## src/verilog/rtc_irq_pkg.sv

```systemverilog
// constants and types for the interrupt pin controller
package rtc_irq_pkg;

	////////////////////////////////////////////////////////////////////////////////
	// register offsets
	localparam logic [3:0] FLAGS_OFS  = 4'h0;
	localparam logic [3:0] INTCTL_OFS = 4'h6;

	////////////////////////////////////////////////////////////////////////////////
	// interrupt_control fields
	localparam int WDOG_IRQ_EN_BIT    = 7;
	localparam int ALARM_IRQ_EN_BIT   = 6;
	localparam int PWRFAIL_IRQ_EN_BIT = 5;
	localparam int SQWAVE_EN_BIT      = 4;
	localparam int POL_HIGH_BIT       = 3;
	localparam int PULSE_MODE_BIT     = 2;
	localparam int SQFREQ_SEL_HI_BIT  = 1;
	localparam int SQFREQ_SEL_LO_BIT  = 0;
	localparam logic [7:0] INTCTL_RST = 8'h08;

	////////////////////////////////////////////////////////////////////////////////
	// event_flags fields
	localparam int WDOG_FLAG_BIT  = 7;
	localparam int ALARM_FLAG_BIT = 6;
	localparam int PFAIL_FLAG_BIT = 5;
	localparam int OSC_FAIL_BIT   = 4;
	localparam int BACKUP_FAIL_BIT = 3;
	localparam int CAL_BIT        = 2;
	localparam int WRITE_EN_BIT   = 1;
	localparam int READ_LOCK_BIT  = 0;
	localparam logic [7:0] FLAGS_RST = 8'h00;
	localparam logic [7:0] UNMAPPED_READ = 8'h00;

	////////////////////////////////////////////////////////////////////////////////
	// timing
	localparam int CLOCK_HZ         = 125000000;
	localparam int PULSE_TIME_MS    = 200;
	localparam int PULSE_CYCLES_DEF = PULSE_TIME_MS * (CLOCK_HZ / 1000);
	localparam int OSC_HZ           = 32768;
	localparam int CAL_HZ           = 512;
	localparam int SQ_DIV_W         = $clog2(OSC_HZ);
	localparam int SQ_BIT_1HZ       = $clog2(OSC_HZ / 1) - 1;
	localparam int SQ_BIT_512HZ     = $clog2(OSC_HZ / 512) - 1;
	localparam int SQ_BIT_4096HZ    = $clog2(OSC_HZ / 4096) - 1;
	localparam int CAL_BIT_IDX      = $clog2(OSC_HZ / CAL_HZ) - 1;

	////////////////////////////////////////////////////////////////////////////////
	// types
	typedef enum logic [1:0]
	{
		SQ_1HZ    = 2'b00,
		SQ_512HZ  = 2'b01,
		SQ_4096HZ = 2'b10,
		SQ_OSC    = 2'b11
	} sqfreq_t;

	typedef enum logic
	{
		PULSE_IDLE = 1'b0,
		PULSE_ON   = 1'b1
	} pulse_state_t;

endpackage

```

## src/verilog/sqwave_gen.sv

```systemverilog
// square wave and calibration wave generator from the crystal time base
`timescale 1ns/1ps
`default_nettype none
module sqwave_gen
	import rtc_irq_pkg::*;
(
	input  wire logic    clock,
	input  wire logic    sys_rst,
	input  wire logic    osc_in,
	input  wire sqfreq_t freq_sel,
	output logic         sq_wave,
	output logic         cal_wave
);

	logic                osc_meta_ff;
	logic                osc_sync_ff;
	logic                osc_prev_ff;
	logic [SQ_DIV_W-1:0] div_ff;
	logic [SQ_DIV_W-1:0] nxt_div;
	logic                sq_ff;
	logic                nxt_sq;
	logic                cal_ff;
	logic                nxt_cal;

	////////////////////////////////////////////////////////////////////////////////
	// divider chain on crystal rising edges
	always_comb
	begin
		nxt_div = div_ff;
		if (osc_sync_ff && !osc_prev_ff)
			nxt_div = div_ff + 1'b1;
		case (freq_sel) // RL11
			SQ_1HZ:    nxt_sq = div_ff[SQ_BIT_1HZ];
			SQ_512HZ:  nxt_sq = div_ff[SQ_BIT_512HZ];
			SQ_4096HZ: nxt_sq = div_ff[SQ_BIT_4096HZ];
			SQ_OSC:    nxt_sq = osc_sync_ff;
			default:   nxt_sq = 1'b0;
		endcase
		nxt_cal = div_ff[CAL_BIT_IDX]; // RL15
	end

	always_ff @(posedge clock)
	begin
		if (sys_rst)
		begin
			osc_meta_ff <= 1'b0;
			osc_sync_ff <= 1'b0;
			osc_prev_ff <= 1'b0;
			div_ff      <= '0;
			sq_ff       <= 1'b0;
			cal_ff      <= 1'b0;
		end
		else
		begin
			osc_meta_ff <= osc_in;
			osc_sync_ff <= osc_meta_ff;
			osc_prev_ff <= osc_sync_ff;
			div_ff      <= nxt_div;
			sq_ff       <= nxt_sq;
			cal_ff      <= nxt_cal;
		end
	end

	assign sq_wave  = sq_ff;
	assign cal_wave = cal_ff;

endmodule
`default_nettype wire

```

## src/verilog/pulse_timer.sv

```systemverilog
// fixed width interrupt pulse timer with early cut
`timescale 1ns/1ps
`default_nettype none
module pulse_timer
	import rtc_irq_pkg::*;
#(
	parameter int CYCLES = PULSE_CYCLES_DEF
)
(
	input  wire logic clock,
	input  wire logic sys_rst,
	input  wire logic start,
	input  wire logic stop,
	output logic      active
);

	localparam int CW = $clog2(CYCLES + 1);

	generate
		if (CYCLES < 1)
		begin : g_bad_cycles
			$error("pulse_timer: CYCLES must be at least 1");
		end
	endgenerate

	pulse_state_t  state_ff;
	pulse_state_t  nxt_state;
	logic [CW-1:0] cnt_ff;
	logic [CW-1:0] nxt_cnt;

	////////////////////////////////////////////////////////////////////////////////
	// start wins over stop so an event is never lost
	always_comb
	begin
		nxt_state = state_ff;
		nxt_cnt   = cnt_ff;
		case (state_ff)
			PULSE_IDLE:
				if (start)
				begin
					nxt_state = PULSE_ON;
					nxt_cnt   = '0;
				end
			PULSE_ON:
				if (start)
					nxt_cnt = '0;
				else if (stop) // RL14
					nxt_state = PULSE_IDLE;
				else if (cnt_ff == CW'(CYCLES - 1)) // RL9
					nxt_state = PULSE_IDLE;
				else
					nxt_cnt = cnt_ff + 1'b1;
			default:
				nxt_state = PULSE_IDLE;
		endcase
	end

	always_ff @(posedge clock)
	begin
		if (sys_rst)
		begin
			state_ff <= PULSE_IDLE;
			cnt_ff   <= '0;
		end
		else
		begin
			state_ff <= nxt_state;
			cnt_ff   <= nxt_cnt;
		end
	end

	assign active = (state_ff == PULSE_ON);
endmodule
`default_nettype wire

```

## src/verilog/rtc_interrupt_pin_control.sv

```systemverilog
// interrupt pin controller: flags, enables, level or pulse drive, square wave
// How it works
// (RL1) watchdog timeout sets its flag; drives the pin only when its enable is set.
// (RL2) alarm match sets its flag; drives the pin only when its enable is set.
// (RL3) power fail sets its flag; drives the pin only when its enable is set.
// (RL4) square wave enable puts the selected square wave on the pin.
// (RL5) square wave enable is nonvolatile, restored at recall, factory default zero.
// (RL6) square wave overrides interrupts; calibration overrides square wave.
// (RL7) polarity one: active high push-pull; zero: active low open drain.
// (RL8) pin never driven high while running from backup.
// (RL9) pulse mode: event drives a fixed pulse of about 200 ms.
// (RL10) level mode: pin held active until flags register is read.
// (RL11) frequency select: 00 1 Hz, 01 512 Hz, 10 4096 Hz, 11 32768 Hz.
// (RL12) both frequency select bits are nonvolatile and restored at recall.
// (RL13) any flags read clears all flags and releases a level interrupt; here a flag whose event comes in the read cycle stays set.
// (RL14) flags read during a pulse ends the pulse at once.
// (RL15) calibration gives 512 Hz; nothing active leaves the pin high impedance.
// (RL16) three interrupt capable flags: watchdog, alarm, power fail.
// (RL17) flags register comes up zero, oscillator fail bit excepted; the backup fail bit also follows its input.
// (RL18) a host using the pin as reset does not read flags during reset.
// (RL19) interrupt only when a flag is set and its enable is one.
// (RL20) no interrupts while running from backup power.
// (RL21) square wave suppressed while running from backup power.
`timescale 1ns/1ps
`default_nettype none
module rtc_interrupt_pin_control
	import rtc_irq_pkg::*;
#(
	parameter int PULSE_CYCLES = PULSE_CYCLES_DEF
)
(
	input  wire logic       clock,
	input  wire logic       sys_rst,
	input  wire logic [3:0] reg_addr,
	input  wire logic       reg_wr_en,
	input  wire logic       reg_rd_en,
	input  wire logic [7:0] reg_wdata,
	output logic      [7:0] reg_rdata,
	input  wire logic       wdog_timeout,
	input  wire logic       alarm_match,
	input  wire logic       power_fail,
	input  wire logic       osc_fail_flag,
	input  wire logic       backup_fail,
	input  wire logic       on_backup,
	input  wire logic       osc_in,
	input  wire logic       nv_recall,
	input  wire logic [2:0] nv_recall_data,
	output logic      [2:0] nv_store_data,
	output logic            int_out,
	output logic            int_oe
);

	////////////////////////////////////////////////////////////////////////////////
	// declarations
	logic       wdog_irq_en_ff;
	logic       alarm_irq_en_ff;
	logic       pwrfail_irq_en_ff;
	logic       sqwave_en_ff;
	logic       pol_high_ff;
	logic       pulse_mode_ff;
	logic       sqfreq_sel_hi_ff;
	logic       sqfreq_sel_lo_ff;
	logic       nxt_wdog_irq_en;
	logic       nxt_alarm_irq_en;
	logic       nxt_pwrfail_irq_en;
	logic       nxt_sqwave_en;
	logic       nxt_pol_high;
	logic       nxt_pulse_mode;
	logic       nxt_sqfreq_sel_hi;
	logic       nxt_sqfreq_sel_lo;
	logic       wdog_timeout_flag_ff;
	logic       alarm_match_flag_ff;
	logic       power_fail_flag_ff;
	logic       cal_ff;
	logic       write_en_ff;
	logic       read_lock_ff;
	logic       nxt_wdog_timeout_flag;
	logic       nxt_alarm_match_flag;
	logic       nxt_power_fail_flag;
	logic       nxt_cal;
	logic       nxt_write_en;
	logic       nxt_read_lock;
	logic [7:0] rdata_ff;
	logic [7:0] nxt_rdata;
	logic       backup_meta_ff;
	logic       backup_sync_ff;
	logic       int_out_ff;
	logic       int_oe_ff;
	logic       nxt_int_out;
	logic       nxt_int_oe;
	logic       wr_intctl;
	logic       wr_flags;
	logic       rd_flags;
	logic       any_en;
	logic       level_req;
	logic       pulse_start;
	logic       pulse_active;
	logic       irq_active;
	logic       sq_wave;
	logic       cal_wave;
	logic [7:0] intctl_val;
	logic [7:0] flags_val;

	assign wr_intctl = reg_wr_en && (reg_addr == INTCTL_OFS);
	assign wr_flags  = reg_wr_en && (reg_addr == FLAGS_OFS);
	assign rd_flags  = reg_rd_en && (reg_addr == FLAGS_OFS);

	////////////////////////////////////////////////////////////////////////////////
	// backup indication comes from the analog monitor: synchronise
	always_ff @(posedge clock)
	begin
		if (sys_rst)
		begin
			backup_meta_ff <= 1'b0;
			backup_sync_ff <= 1'b0;
		end
		else
		begin
			backup_meta_ff <= on_backup;
			backup_sync_ff <= backup_meta_ff;
		end
	end

	////////////////////////////////////////////////////////////////////////////////
	// interrupt_control register
	always_comb
	begin
		nxt_wdog_irq_en    = wdog_irq_en_ff;
		nxt_alarm_irq_en   = alarm_irq_en_ff;
		nxt_pwrfail_irq_en = pwrfail_irq_en_ff;
		nxt_sqwave_en      = sqwave_en_ff;
		nxt_pol_high       = pol_high_ff;
		nxt_pulse_mode     = pulse_mode_ff;
		nxt_sqfreq_sel_hi  = sqfreq_sel_hi_ff;
		nxt_sqfreq_sel_lo  = sqfreq_sel_lo_ff;
		if (nv_recall)
		begin
			nxt_sqwave_en     = nv_recall_data[2]; // RL5
			nxt_sqfreq_sel_hi = nv_recall_data[1]; // RL12
			nxt_sqfreq_sel_lo = nv_recall_data[0]; // RL12
		end
		else if (wr_intctl)
		begin
			nxt_wdog_irq_en    = reg_wdata[WDOG_IRQ_EN_BIT];
			nxt_alarm_irq_en   = reg_wdata[ALARM_IRQ_EN_BIT];
			nxt_pwrfail_irq_en = reg_wdata[PWRFAIL_IRQ_EN_BIT];
			nxt_sqwave_en      = reg_wdata[SQWAVE_EN_BIT];
			nxt_pol_high       = reg_wdata[POL_HIGH_BIT];
			nxt_pulse_mode     = reg_wdata[PULSE_MODE_BIT];
			nxt_sqfreq_sel_hi  = reg_wdata[SQFREQ_SEL_HI_BIT];
			nxt_sqfreq_sel_lo  = reg_wdata[SQFREQ_SEL_LO_BIT];
		end
	end

	always_ff @(posedge clock)
	begin
		if (sys_rst)
		begin
			wdog_irq_en_ff    <= INTCTL_RST[WDOG_IRQ_EN_BIT];
			alarm_irq_en_ff   <= INTCTL_RST[ALARM_IRQ_EN_BIT];
			pwrfail_irq_en_ff <= INTCTL_RST[PWRFAIL_IRQ_EN_BIT];
			sqwave_en_ff      <= INTCTL_RST[SQWAVE_EN_BIT]; // RL5
			pol_high_ff       <= INTCTL_RST[POL_HIGH_BIT];
			pulse_mode_ff     <= INTCTL_RST[PULSE_MODE_BIT];
			sqfreq_sel_hi_ff  <= INTCTL_RST[SQFREQ_SEL_HI_BIT];
			sqfreq_sel_lo_ff  <= INTCTL_RST[SQFREQ_SEL_LO_BIT];
		end
		else
		begin
			wdog_irq_en_ff    <= nxt_wdog_irq_en;
			alarm_irq_en_ff   <= nxt_alarm_irq_en;
			pwrfail_irq_en_ff <= nxt_pwrfail_irq_en;
			sqwave_en_ff      <= nxt_sqwave_en;
			pol_high_ff       <= nxt_pol_high;
			pulse_mode_ff     <= nxt_pulse_mode;
			sqfreq_sel_hi_ff  <= nxt_sqfreq_sel_hi;
			sqfreq_sel_lo_ff  <= nxt_sqfreq_sel_lo;
		end
	end

	assign nv_store_data = {sqwave_en_ff, sqfreq_sel_hi_ff, sqfreq_sel_lo_ff};

	////////////////////////////////////////////////////////////////////////////////
	// event_flags register: an event in the read cycle survives the clear
	always_comb
	begin
		nxt_wdog_timeout_flag = (wdog_timeout_flag_ff && !rd_flags) || wdog_timeout; // RL1 RL13 RL16
		nxt_alarm_match_flag  = (alarm_match_flag_ff && !rd_flags) || alarm_match; // RL2 RL13 RL16
		nxt_power_fail_flag   = (power_fail_flag_ff && !rd_flags) || power_fail; // RL3 RL13 RL16
		nxt_cal               = cal_ff;
		nxt_write_en          = write_en_ff;
		nxt_read_lock         = read_lock_ff;
		if (wr_flags)
		begin
			if (write_en_ff)
				nxt_cal = reg_wdata[CAL_BIT];
			nxt_write_en  = reg_wdata[WRITE_EN_BIT];
			nxt_read_lock = reg_wdata[READ_LOCK_BIT];
		end
	end

	always_ff @(posedge clock)
	begin
		if (sys_rst)
		begin
			wdog_timeout_flag_ff <= FLAGS_RST[WDOG_FLAG_BIT]; // RL17
			alarm_match_flag_ff  <= FLAGS_RST[ALARM_FLAG_BIT]; // RL17
			power_fail_flag_ff   <= FLAGS_RST[PFAIL_FLAG_BIT]; // RL17
			cal_ff               <= FLAGS_RST[CAL_BIT]; // RL17
			write_en_ff          <= FLAGS_RST[WRITE_EN_BIT];
			read_lock_ff         <= FLAGS_RST[READ_LOCK_BIT];
		end
		else
		begin
			wdog_timeout_flag_ff <= nxt_wdog_timeout_flag;
			alarm_match_flag_ff  <= nxt_alarm_match_flag;
			power_fail_flag_ff   <= nxt_power_fail_flag;
			cal_ff               <= nxt_cal;
			write_en_ff          <= nxt_write_en;
			read_lock_ff         <= nxt_read_lock;
		end
	end

	////////////////////////////////////////////////////////////////////////////////
	// read data, captured on the read strobe
	always_comb
	begin
		intctl_val = {wdog_irq_en_ff, alarm_irq_en_ff, pwrfail_irq_en_ff, sqwave_en_ff,
			pol_high_ff, pulse_mode_ff, sqfreq_sel_hi_ff, sqfreq_sel_lo_ff};
		flags_val  = {wdog_timeout_flag_ff, alarm_match_flag_ff, power_fail_flag_ff,
			osc_fail_flag, backup_fail, cal_ff, write_en_ff, read_lock_ff};
		nxt_rdata  = rdata_ff;
		if (reg_rd_en)
		begin
			case (reg_addr)
				FLAGS_OFS:  nxt_rdata = flags_val;
				INTCTL_OFS: nxt_rdata = intctl_val;
				default:    nxt_rdata = UNMAPPED_READ;
			endcase
		end
	end

	always_ff @(posedge clock)
	begin
		if (sys_rst)
			rdata_ff <= 8'h00;
		else
			rdata_ff <= nxt_rdata;
	end

	assign reg_rdata = rdata_ff;

	////////////////////////////////////////////////////////////////////////////////
	// interrupt sources
	assign any_en      = wdog_irq_en_ff || alarm_irq_en_ff || pwrfail_irq_en_ff;
	assign level_req   = (wdog_timeout_flag_ff && wdog_irq_en_ff) || // RL19
		(alarm_match_flag_ff && alarm_irq_en_ff) ||
		(power_fail_flag_ff && pwrfail_irq_en_ff);
	assign pulse_start = pulse_mode_ff && !backup_sync_ff && // RL20
		((wdog_timeout && wdog_irq_en_ff) || (alarm_match && alarm_irq_en_ff) ||
		(power_fail && pwrfail_irq_en_ff));
	assign irq_active  = !backup_sync_ff && (pulse_mode_ff ? pulse_active : level_req); // RL9 RL10 RL20

	pulse_timer #(
		.CYCLES (PULSE_CYCLES)
	) u_pulse (
		.clock   (clock),
		.sys_rst (sys_rst),
		.start   (pulse_start),
		.stop    (rd_flags),
		.active  (pulse_active)
	);

	sqwave_gen u_sqwave (
		.clock    (clock),
		.sys_rst  (sys_rst),
		.osc_in   (osc_in),
		.freq_sel (sqfreq_t'({sqfreq_sel_hi_ff, sqfreq_sel_lo_ff})),
		.sq_wave  (sq_wave),
		.cal_wave (cal_wave)
	);

	////////////////////////////////////////////////////////////////////////////////
	// pin driver: calibration, then square wave, then interrupt
	always_comb
	begin
		logic lvl;
		logic drive;
		lvl   = 1'b0;
		drive = 1'b1;
		if (backup_sync_ff) // RL8 RL21
			drive = 1'b0;
		else if (cal_ff) // RL6 RL15
			lvl = cal_wave;
		else if (sqwave_en_ff) // RL4 RL6
			lvl = sq_wave;
		else if (any_en)
			lvl = pol_high_ff ? irq_active : !irq_active; // RL7
		else // RL15
			drive = 1'b0;
		if (!drive)
		begin
			nxt_int_out = 1'b0;
			nxt_int_oe  = 1'b0;
		end
		else if (pol_high_ff) // RL7
		begin
			nxt_int_out = lvl;
			nxt_int_oe  = 1'b1;
		end
		else
		begin
			nxt_int_out = 1'b0;
			nxt_int_oe  = !lvl;
		end
	end

	always_ff @(posedge clock)
	begin
		if (sys_rst)
		begin
			int_out_ff <= 1'b0;
			int_oe_ff  <= 1'b0;
		end
		else
		begin
			int_out_ff <= nxt_int_out;
			int_oe_ff  <= nxt_int_oe;
		end
	end

	assign int_out = int_out_ff;
	assign int_oe  = int_oe_ff;
endmodule
`default_nettype wire

```

## config.mk

```make
export PLATFORM = sky130hd
export DESIGN_NAME = rtc_interrupt_pin_control
export DESIGN_NICKNAME = d
export VERILOG_FILES = /design/src/verilog/rtc_irq_pkg.sv /design/src/verilog/sqwave_gen.sv /design/src/verilog/pulse_timer.sv /design/src/verilog/rtc_interrupt_pin_control.sv
export SDC_FILE = /design/constraint.sdc
export NUM_CORES = 1
export LEC_CHECK = 0
export ABC_AREA = 1
export BUFFER_PORTS_ARGS = -buffer_cell sky130_fd_sc_hd__buf_2
export CAP_MARGIN = 0
export CORE_UTILIZATION = 36
export CTS_BUF_LIST = sky130_fd_sc_hd__clkbuf_4 sky130_fd_sc_hd__clkbuf_8 sky130_fd_sc_hd__clkbuf_16
export DETAILED_ROUTE_END_ITERATION = 12
export GPL_TIMING_DRIVEN = 0
export PLACE_DENSITY = 0.54
export SYNTH_ARGS = -nofsm -noshare
export SYNTH_HDL_FRONTEND = slang
export SYNTH_SLANG_ARGS = --single-unit
```

## constraint.sdc

```tcl
create_clock -name clock -period 1.75 [get_ports clock]
set_clock_uncertainty 0.2 [all_clocks]
set_input_delay 0.175 -clock clock [delete_from_list [all_inputs] [get_ports clock]]
set_output_delay 0.175 -clock clock [all_outputs]
set_load 0.01 [all_outputs]
```

### Word-level counts from Yosys, hierarchy flattened

Cells that the tools add are included.

* $add $sub $neg: 2
* multipliers: 0
* divide/modulo/power cells: 0
* $lt $le $gt $ge: 0
* eq/ne operators: 8
* shifts and indexed selects: 0
* mux-type cells: 29
* bitwise gates (word level): 4
* reduce and logical (&&, ||, !) cells: 38

Operator list (number)
* 2-to-1 mux 25 bit: 4
* case mux 25 bit (2 select lines): 1
* adder 25 x 1 -> 25 bit, second input constant: 1
* equality test 25 bit, second input constant: 1
* 2-to-1 mux 1 bit: 21
* logical AND 1 bit: 16
* case mux 8 bit (2 select lines): 1
* adder 15 x 1 -> 15 bit, second input constant: 1
* logical OR 1 bit: 9
* != test 3 bit, second input constant: 2
* zero test 1 bit: 5
* equality test 2 bit, second input constant: 2
* equality test 4 x 3 -> 1 bit, second input constant: 1
* zero test 4 bit: 1
* NOT 1 bit: 4
* case mux 1 bit (4 select lines): 1
* AND reduction 2 bit: 2
* AND reduction 3 bit: 1
* OR reduction 3 bit: 1
* equality test 2 x 1 -> 1 bit, second input constant: 1
* zero test 2 bit: 1
* != test 2 bit, second input constant: 1
* case mux 1 bit (2 select lines): 1
* nonzero test 2 bit: 1
* OR reduction 2 bit: 1

* register bits after elaboration: 72
* latch bits: 0
* bits in writable memories: 0
* bits in read-only memories: 0
* logic and storage cells: 108
* memories: 0

### Longest topological paths before layout

Gate-level depths: netlist (run 1).

* depth after elaboration: 13
* mapped depth: 13
* depth with buffers taken out: 12

### By module

From an unflattened synthesis (run 1), not the netlist that was laid out.

* cell total of the unflattened synthesis: 582
* area total of the unflattened synthesis: 3828.7 um2

Modules (own cells, without submodules)
* pulse_timer: instances 1, cells an instance 290, area an instance 1721.7 um2, sequential area each 520.5 um2
* rtc_interrupt_pin_control: instances 1, cells an instance 165, area an instance 1169.9 um2, sequential area each 520.5 um2
* sqwave_gen: instances 1, cells an instance 127, area an instance 937.1 um2, sequential area each 400.4 um2

### Worst setup path before layout (run 1)

OpenSTA, ideal clock, no wires.

* kind: reg2reg
* from: reg u_pulse.cnt_ff[1]
* to: reg u_pulse.cnt_ff[11]
* arrival time: 1.418 ns
* data required time: 1.435 ns
* setup slack: 0.017 ns
* stages on the path, launching flop included: 12
* buffers on the path: 1
* period minus slack after synthesis: 1.733 ns
* path through: dfxtp_1 > ha_1 > inv_1 > nor2_2 > nand2_2 > nor2_4 > nand3_2 > nand2_4 > nand2_4 > buf_6 > a21oi_1 > nor2_1

* word-level cells in the longest chain between the ends: 5

Ends and longest elaborated chain
* from (decl): RTL line pulse_timer.sv:28 `logic [CW-1:0] cnt_ff;`
* from (signal assigned): RTL line pulse_timer.sv:68 `cnt_ff <= nxt_cnt;`
* adder 25 x 1 -> 25 bit: RTL line pulse_timer.sv:52 `nxt_cnt = cnt_ff + 1'b1;`
* 2-to-1 mux 25 bit: RTL line pulse_timer.sv:49 `else if (cnt_ff == CW'(CYCLES - 1))`
* 2-to-1 mux 25 bit: RTL line pulse_timer.sv:47 `else if (stop)`
* 2-to-1 mux 25 bit: RTL line pulse_timer.sv:45 `if (start)`
* case mux 25 bit (2 select lines): RTL line pulse_timer.sv:37 `case (state_ff)`

Parallel ways exist; a longest one is shown, timed or not. The select of a mux whose other input is x is not followed.
A chain may end at the register's enable or synchronous reset.

### Worst setup path after layout (run 1)

* from: reg u_pulse.cnt_ff[1]
* to: reg u_pulse.cnt_ff[20]

Same word-level chain as after synthesis.

==> impl_results.html, run 1 <==
<table>
<tr><th>Metric</th><th>Value</th></tr>
<tr><th colspan="2">Pwr</th></tr>
<tr><td>Leakage component of the power</td><td>1.914 nW</td></tr>
<tr><td>Switch share</td><td>23.19%</td></tr>
<tr><td>Seq pwr share</td><td>49.3%</td></tr>
<tr><td>Proportion of power drawn by the clock network</td><td>44.2%</td></tr>
<tr><td>Cell area power density</td><td>708.2 nW/µm²</td></tr>
<tr><td>Peak supply drop</td><td>695.2 µV</td></tr>
<tr><td>Design Power</td><td>0.003405 W</td></tr>
<tr><td>Internal Dissipation</td><td>0.002616 W</td></tr>
<tr><td>Power share of the combinational group</td><td>6.5%</td></tr>
<tr><td>Net switching power of the design</td><td>0.0007895 W</td></tr>
<tr><th colspan="2">Placed design</th></tr>
<tr><td>Number of input and output port buffers inserted</td><td>37</td></tr>
<tr><td>Dpl ws</td><td>-196.1 ps</td></tr>
<tr><td>Final RePlAce weighted congestion</td><td>0.8289</td></tr>
<tr><td>Final HPWL DP</td><td>6136 µm</td></tr>
<tr><th colspan="2">Global routing</th></tr>
<tr><td>Maximum number of pins on one net before global-route repair</td><td>14</td></tr>
<tr><td>Aggregate global-route resource usage</td><td>19.09%</td></tr>
<tr><td>Initial antenna violation count</td><td>0</td></tr>
<tr><td>First-pass GRT wire length</td><td>14950 µm</td></tr>
<tr><td>Gr ovfl total</td><td>0</td></tr>
<tr><td>Number of global-route vias before repair</td><td>3259</td></tr>
<tr><th colspan="2">Synth</th></tr>
<tr><td>Number of enable flip-flop cells after synthesis</td><td>0</td></tr>
<tr><td>Main flop type after synthesis</td><td>dfxtp_1</td></tr>
<tr><td>Synth warnings</td><td>0</td></tr>
<tr><td>Total of flip-flops plus latches after synthesis</td><td>72</td></tr>
<tr><td>Netlist Area Pre-Place</td><td>3468 µm²</td></tr>
<tr><td>Cell count after synthesis</td><td>513</td></tr>
<tr><td>Number of distinct standard cells referenced by the synthesized netlist</td><td>33</td></tr>
<tr><td>Post-synth net total</td><td>542</td></tr>
<tr><td>Mapped Avg Cell Area</td><td>6.761 µm²</td></tr>
<tr><td>Share of the yosys chip area belonging to registers</td><td>41.56%</td></tr>
<tr><td>Share of flip-flops with an asynchronous set or reset</td><td>0%</td></tr>
<tr><th colspan="2">Timing</th></tr>
<tr><td>Max_slew headroom</td><td>63.81%</td></tr>
<tr><td>Final setup fails</td><td>20</td></tr>
<tr><td>Total negative slack for setup checks</td><td>-1029 ps</td></tr>
<tr><td>Setup slack of the critical path after layout</td><td>-134.2 ps</td></tr>
<tr><td>Final max-slew violation count</td><td>0</td></tr>
<tr><td>Measured slew at the worst slew-check pin</td><td>542.8 ps</td></tr>
<tr><td>Minimum clock period after layout</td><td>1884 ps</td></tr>
<tr><td>Fmax</td><td>530.7 MHz</td></tr>
<tr><td>RSZ-0062 raised after global routing</td><td>yes</td></tr>
<tr><td>Total count of hold-check failures in the final report</td><td>0</td></tr>
<tr><td>Final worst-path cycle share</td><td>107.7%</td></tr>
<tr><th colspan="2">Worst hold path</th></tr>
<tr><td>Worst hold-check path type</td><td>in -&gt; reg</td></tr>
<tr><th colspan="2">Route</th></tr>
<tr><td>Wirelength, routed</td><td>9155 µm</td></tr>
<tr><td>Number of iterations in the first detailed-routing pass</td><td>4</td></tr>
<tr><td>Per-cell routed wire length</td><td>12.27 µm</td></tr>
<tr><td>DRC violation total after the first TritonRoute iteration</td><td>97</td></tr>
<tr><td>Antenna Violating Nets Remaining</td><td>0</td></tr>
<tr><td>Vias per cell</td><td>4.735</td></tr>
<tr><td>Number of DRC violations after detailed routing</td><td>0</td></tr>
<tr><td>Total vias in the final route</td><td>3532</td></tr>
<tr><th colspan="2">Setup path</th></tr>
<tr><td>Ordered cell list for the critical path</td><td>ha_4, inv_4, nor2_4, nand2_2, buf_6, nor3_4, nand3_1, nor2_2, nand3_1, nand2_1, nor2_1</td></tr>
<tr><td>Startpoint Class</td><td>flip-flop</td></tr>
<tr><td>Worst Setup End Kind</td><td>flip-flop</td></tr>
<tr><td>Required time of the worst setup path</td><td>1790 ps</td></tr>
<tr><td>Path type of the worst setup path</td><td>reg -&gt; reg</td></tr>
<tr><td>Biggest fanout along the worst timing path</td><td>4</td></tr>
<tr><td>Slowest stage cell on the critical path</td><td>dfxtp_2</td></tr>
<tr><td>CP dominant cell by count</td><td>nand3_1</td></tr>
<tr><td>Crit path largest cell delay</td><td>360 ps</td></tr>
<tr><td>Arrival @ worst endpoint</td><td>1930 ps</td></tr>
<tr><th colspan="2">Run</th></tr>
<tr><td>Max Cap Violations</td><td>0</td></tr>
<tr><th colspan="2">Cells and area</th></tr>
<tr><td>Share of post-route cells with drive strength above 1</td><td>25.77%</td></tr>
<tr><td>Largest register by flop count</td><td>u_pulse.cnt_ff</td></tr>
<tr><td>FILL cells</td><td>943</td></tr>
<tr><td>Antenna Diode Count</td><td>0</td></tr>
<tr><td>Area added between synthesis and finish</td><td>38.64%</td></tr>
<tr><td>Count of nets after finishing</td><td>641</td></tr>
<tr><td>Flip-flop count of the largest register, all copies and words added</td><td>25</td></tr>
<tr><th colspan="2">Status</th></tr>
<tr><td>Violations in the final reports</td><td>negative setup slack</td></tr>
<tr><td>Result of the run</td><td>complete, but fails checks</td></tr>
<tr><th colspan="2">Clocking</th></tr>
<tr><td>Root buf cell</td><td>clkbuf_8</td></tr>
<tr><td>Insertion delay to the later sink of the worst-skew pair</td><td>360 ps</td></tr>
<tr><td>Number of levels the H-tree was split into</td><td>3</td></tr>
<tr><td>Post-CTS clock slew at the launch and capture registers of the worst setup and hold paths</td><td>80 ps</td></tr>
<tr><td>Inserted Clock Buffers</td><td>9</td></tr>
<tr><td>Clock tree from TritonCTS</td><td>built</td></tr>
<tr><td>TritonCTS sink count</td><td>72</td></tr>
<tr><td>Clock Tree Buf Depth</td><td>2</td></tr>
<tr><th colspan="2">Floorplanning</th></tr>
<tr><td>Initial cell density of the core</td><td>37.36%</td></tr>
<tr><td>I/O pin cnt</td><td>40</td></tr>
<tr><td>Std-Cell Core Area</td><td>9284 µm²</td></tr>
<tr><td>Width of the die</td><td>100.2 µm</td></tr>
<tr><td>Overall die height</td><td>100.2 µm</td></tr>
<tr><td>Num rows</td><td>35</td></tr>
<tr><td>Area of the die</td><td>10030 µm²</td></tr>
</table>
-- cells in the final DEF, fill, tap and decap left out, types with 5 or more instances in the layout --
| master | instances |
|---|---|
| buf_4 | 23 |
| nor2_4 | 10 |
| clkbuf_1 | 6 |
| dfxtp_1 | 61 |
| nand2_2 | 12 |
| a31oi_1 | 9 |
| dlygate4sd3_1 | 25 |
| nand3_1 | 29 |
| nor3_1 | 11 |
| nor2_2 | 5 |
| a21oi_1 | 33 |
| inv_1 | 57 |
| nand2_1 | 104 |
| buf_6 | 6 |
| buf_2 | 37 |
| clkbuf_8 | 10 |
| o21ai_0 | 21 |
| a21oi_2 | 10 |
| dfxtp_2 | 10 |
| nor2_1 | 78 |
-- worst paths after layout --
path / start / end / slack (ps) / depth (start not counted)
max: u_pulse.cnt_ff[1] / u_pulse.cnt_ff[20] / -130 / 11
min: reg_rd_en / reg_rdata[5] / 50 / 3
max reg2reg: u_pulse.cnt_ff[1] / u_pulse.cnt_ff[20] / -130 / 11
min reg2reg: u_sqwave.osc_meta_ff / u_sqwave.osc_sync_ff / 200 / 2
-- Yosys cell counts, drive strengths merged (4+ instances only) --
cell type | n | area [µm²]
inv | 64 | 240.2
nand3 | 34 | 185.2
clkbuf | 6 | 22.52
nor2 | 93 | 374.1
a31oi | 9 | 56.30
dfxtp | 72 | 1441
o21ai | 25 | 125.1
nand4 | 4 | 25.02
buf | 6 | 50.04
nor3 | 18 | 105.1
a21oi | 43 | 219.0
nand2 | 120 | 468.0
-- per-stage QoR --
stage                     instance area (µm²)  hold slack (ps)  std cells  util, %
after global routing                     4808            73.65        746    51.79
after detailed placement                 3815            187.5        679    41.09
after CTS                                4576            37.15        734    49.29
after floorplan                          3468            81.97        513        -
after global placement                   3815            180.8        679    41.09
final                                    4808            49.52        746    51.79
-- power groups by stage --
stage | clock (W) | sequential (W) | combinational, W
floorplan | 0 | 0.00171 | 0.0000929
global placement | 0 | 0.00172 | 0.000160
detailed placement | 0 | 0.00172 | 0.000161
CTS | 0.00155 | 0.00168 | 0.000205
global route | 0.00163 | 0.00168 | 0.000247
finish | 0.00150 | 0.00168 | 0.000221
-- worst max-delay path, delay by kind of cell, from the launching register on --
kind | cells | cell delay (ps)
and+or+nand+nor | 8 | 880
buffers and inverters | 2 | 170
adders and majority gates | 1 | 160
DFF | 1 | 360
-- repair_timing --
item | in CTS | in global routing
endpoints found under the setup margin | 29 | 31
gates resized for setup | 47 | 43
hold buffers | 25 | 0
pin swaps | 18 | 24
setup buffers | 13 | 13
hold endpoints to repair | 18 | 0
gates cloned | 2 | 0
-- logic make-up (layout without fill, tap and decap cells) --
family,count (synthesis),after routing,synth area share [%]
flops,72,72,41.56
buf+inv,77,181,9.127
fa+ha+maj,2,2,0.7214
xor+xnor,4,4,1.010
compound gates,85,85,13.42
simple gates,273,273,34.16
-- metal layers --
metal	track usage (%)	wire length, µm	share of wire, %	up-vias
met1	22.68	4093	45	1614
met2	33.83	4653	51	60
li1	-	-	-	1850
met5	0	0	0	-
met4	4.348	95	1.0	0
met3	5.641	314	3.4	8
-- area by class of cell --
cell class | instances | area, µm² | share of cell area, %
timing repair buffer | 89 | 693.2 | 14.42
buffer | 11 | 67.56 | 1.405
clock inverter | 6 | 90.09 | 1.874
tap | 129 | 161.4 | 3.357
multi-input combinational | 364 | 1939 | 40.33
sequential | 72 | 1458 | 30.31
inverter | 65 | 261.5 | 5.438
clock buffer | 10 | 137.6 | 2.862
Power figures use the tool's default switching activity.
==> run 2, diff against run 1 <==
CTS_BUF_LIST = sky130_fd_sc_hd__clkbuf_4   (was sky130_fd_sc_hd__clkbuf_4 sky130_fd_sc_hd__clkbuf_8 sky130_fd_sc_hd__clkbuf_16)
==> run 2 against run 1 <==
Net effect: the flow still finishes with violations (negative setup slack); global-route usage increased by 0.33 points; critical path depth increased by 1; setup slack got worse by 9.0 ps; sequential power about the same; final cell count increased by 1.6%; wire length increased by 3.8%; sequential cell count unchanged; die area unchanged; utilization increased by 1.1 points; hold slack got worse by 6.9 ps; count of clock-buffer cells in the layout decreased by 1; power decreased by 8.5%.
==> impl_results.html, run 2 (synthesis gave the netlist of run 1 again) <==
<table>
<tr><th>Metric</th><th>Value</th></tr>
<tr><th colspan="2">Status</th></tr>
<tr><td>Result of the run</td><td>complete, but fails checks</td></tr>
<tr><td>Violations in the final reports</td><td>negative setup slack</td></tr>
<tr><th colspan="2">Placed design</th></tr>
<tr><td>Final RePlAce weighted congestion</td><td>0.8289</td></tr>
<tr><td>Number of input and output port buffers inserted</td><td>37</td></tr>
<tr><td>Dpl ws</td><td>-196.1 ps</td></tr>
<tr><td>Final HPWL DP</td><td>6136 µm</td></tr>
<tr><th colspan="2">Cells and area</th></tr>
<tr><td>FILL cells</td><td>919</td></tr>
<tr><td>Commonest non-fill, non-tap cell in the layout</td><td>nand2_1</td></tr>
<tr><td>Post-route core utilization</td><td>52.91%</td></tr>
<tr><td>Leading cell types in the layout, fill and taps excluded</td><td>101 x nand2_1, 77 x nor2_1, 55 x dfxtp_1</td></tr>
<tr><td>Flip-flop count of the largest register, all copies and words added</td><td>25</td></tr>
<tr><td>Count of nets after finishing</td><td>653</td></tr>
<tr><td>Area added between synthesis and finish</td><td>41.63%</td></tr>
<tr><td>Antenna Diode Count</td><td>0</td></tr>
<tr><td>Share of post-route cells with drive strength above 1</td><td>28.78%</td></tr>
<tr><td>Largest register by flop count</td><td>u_pulse.cnt_ff</td></tr>
<tr><th colspan="2">Timing</th></tr>
<tr><td>Measured slew at the worst slew-check pin</td><td>516.4 ps</td></tr>
<tr><td>Final max-slew violation count</td><td>0</td></tr>
<tr><td>RSZ-0062 raised after global routing</td><td>yes</td></tr>
<tr><td>Max_slew headroom</td><td>65.58%</td></tr>
<tr><td>Setup slack of the critical path after layout</td><td>-143.2 ps</td></tr>
<tr><td>Final setup fails</td><td>25</td></tr>
<tr><td>Minimum clock period after layout</td><td>1893 ps</td></tr>
<tr><td>Total count of hold-check failures in the final report</td><td>0</td></tr>
<tr><td>Final worst-path cycle share</td><td>108.2%</td></tr>
<tr><td>Fmax</td><td>528.2 MHz</td></tr>
<tr><th colspan="2">Pwr</th></tr>
<tr><td>Design Power</td><td>0.003114 W</td></tr>
<tr><td>Cell area power density</td><td>634.0 nW/µm²</td></tr>
<tr><td>Leakage component of the power</td><td>2.000 nW</td></tr>
<tr><td>Peak supply drop</td><td>728.8 µV</td></tr>
<tr><th colspan="2">Global routing</th></tr>
<tr><td>Gr busiest metal</td><td>met2</td></tr>
<tr><td>First-pass GRT wire length</td><td>15150 µm</td></tr>
<tr><td>Aggregate global-route resource usage</td><td>19.41%</td></tr>
<tr><td>Grt met2 use</td><td>34.25%</td></tr>
<tr><td>Gr ovfl total</td><td>0</td></tr>
<tr><td>Grt met1 use</td><td>22.72%</td></tr>
<tr><td>Maximum number of pins on one net before global-route repair</td><td>14</td></tr>
<tr><td>Number of global-route vias before repair</td><td>3325</td></tr>
<tr><td>Initial antenna violation count</td><td>0</td></tr>
<tr><td>Met3 layer usage reported by global route</td><td>5.432%</td></tr>
<tr><th colspan="2">Route</th></tr>
<tr><td>Vias per cell</td><td>4.784</td></tr>
<tr><td>Antenna Violating Nets Remaining</td><td>0</td></tr>
<tr><td>Number of DRC violations after detailed routing</td><td>0</td></tr>
<tr><td>Number of iterations in the first detailed-routing pass</td><td>4</td></tr>
<tr><td>Total vias in the final route</td><td>3626</td></tr>
<tr><td>DRC violation total after the first TritonRoute iteration</td><td>89</td></tr>
<tr><td>Per-cell routed wire length</td><td>12.54 µm</td></tr>
<tr><td>Wirelength, routed</td><td>9507 µm</td></tr>
<tr><th colspan="2">Floorplanning</th></tr>
<tr><td>Overall die height</td><td>100.2 µm</td></tr>
<tr><td>I/O pin cnt</td><td>40</td></tr>
<tr><td>Initial cell density of the core</td><td>37.36%</td></tr>
<tr><td>Area of the die</td><td>10030 µm²</td></tr>
<tr><td>Std-Cell Core Area</td><td>9284 µm²</td></tr>
<tr><td>Num rows</td><td>35</td></tr>
<tr><td>Width of the die</td><td>100.2 µm</td></tr>
<tr><th colspan="2">Setup path</th></tr>
<tr><td>Crit path largest cell delay</td><td>370 ps</td></tr>
<tr><td>Kind of cell adding the most delay to the critical path</td><td>simple AND/OR/NAND/NOR gates</td></tr>
<tr><td>Startpoint Class</td><td>flip-flop</td></tr>
<tr><td>WP buf/inv</td><td>4</td></tr>
<tr><td>Biggest fanout along the worst timing path</td><td>5</td></tr>
<tr><td>Path type of the worst setup path</td><td>reg -&gt; reg</td></tr>
<tr><td>CP dominant cell by count</td><td>nor2_4</td></tr>
<tr><td>Required time of the worst setup path</td><td>1890 ps</td></tr>
<tr><td>Worst Setup End Kind</td><td>flip-flop</td></tr>
<tr><td>Arrival @ worst endpoint</td><td>2030 ps</td></tr>
<tr><td>Slowest stage cell on the critical path</td><td>dfxtp_2</td></tr>
<tr><td>Ordered cell list for the critical path</td><td>ha_4, inv_4, nor2_4, nand2_2, nor2_4, nand3_2, nand2_4, buf_6, buf_12, clkinv_8, a21oi_1, nor2_1</td></tr>
<tr><th colspan="2">Clocking</th></tr>
<tr><td>Post-CTS clock slew at the launch and capture registers of the worst setup and hold paths</td><td>130 ps</td></tr>
<tr><td>Insertion delay to the later sink of the worst-skew pair</td><td>430 ps</td></tr>
<tr><td>Root buf cell</td><td>clkbuf_4</td></tr>
<tr><td>Inserted Clock Buffers</td><td>9</td></tr>
<tr><td>TritonCTS sink count</td><td>72</td></tr>
<tr><td>Clock tree from TritonCTS</td><td>built</td></tr>
<tr><td>Number of levels the H-tree was split into</td><td>3</td></tr>
<tr><td>Clock Tree Buf Depth</td><td>2</td></tr>
<tr><th colspan="2">Worst hold path</th></tr>
<tr><td>Worst hold-check path type</td><td>in -&gt; reg</td></tr>
<tr><th colspan="2">Run</th></tr>
<tr><td>Max Cap Violations</td><td>0</td></tr>
</table>
==> run 2: cell type report <==
cell class / count / area [µm²] / share of cell area [%]
Sequential cell: 72 / 1465 / 29.83
Clock buffer: 9 / 67.56 / 1.375
Multi-Input combinational cell: 364 / 1983 / 40.37
Timing Repair inverter: 1 / 11.26 / 0.2292
Buffer: 11 / 67.56 / 1.375
Clock inverter: 7 / 93.84 / 1.910
Timing Repair Buffer: 100 / 795.8 / 16.20
Inverter: 65 / 266.5 / 5.425
Tap cell: 129 / 161.4 / 3.286
==> run 2: where the power goes <==
part           total, W  internal [W]  switching [W]  leakage, nW
clock           0.00121      0.000579       0.000629       0.0839
sequential      0.00168       0.00166      0.0000192        0.592
combinational  0.000225      0.000112       0.000113         1.32
==> run 2: worst reg2reg max path, stage by stage, from the launching register on <==
cell	delay (ps)
dfxtp_2	370
ha_4	150
inv_4	40
nor2_4	80
nand2_2	80
nor2_4	120
nand3_2	120
nand2_4	120
buf_6	120
buf_12	120
clkinv_8	70
a21oi_1	150
nor2_1	60
==> run 2: final timing paths <==
check	start	end	slack [ps]	cells after the start
min reg2reg	u_sqwave.osc_meta_ff	u_sqwave.osc_sync_ff	200	2
max	u_pulse.cnt_ff[1]	u_pulse.cnt_ff[24]	-140	12
min	sys_rst	u_sqwave.div_ff[4]	40	3
max reg2reg	u_pulse.cnt_ff[1]	u_pulse.cnt_ff[24]	-140	12
==> run 2: timing repair <==
action	CTS	global route
cloned	2	1
hold endpoints to repair	22	0
pin swaps	19	34
setup endpoints to repair	29	32
hold buffers	30	0
resized for setup	53	65
buffers inserted	13	19
==> run 2: per-stage QoR <==
| stage | cell area (µm²) | instances | TNS (ps) | hold slack (ps) |
|---|---|---|---|---|
| 6_report | 4912 | 758 | -1681 | 42.60 |
| 5_1_grt | 4912 | 758 | -4058 | 67.27 |
| 4_1_cts | 4579 | 739 | -1624 | 24.33 |
| 3_5_place_dp | 3815 | 679 | -3350 | 187.5 |
| 3_3_place_gp | 3815 | 679 | -3743 | 180.8 |
| 2_1_floorplan | 3468 | 513 | 0 | 81.97 |
==> run 2: layer usage <==
layer / wire length, µm / share of wire (%) / vias up
li1: - / - / 1881
met1: 4173 / 44 / 1663
met2: 4806 / 51 / 63
met3: 308 / 3.2 / 19
met4: 218 / 2.3 / 0
met5: 0 / 0 / -
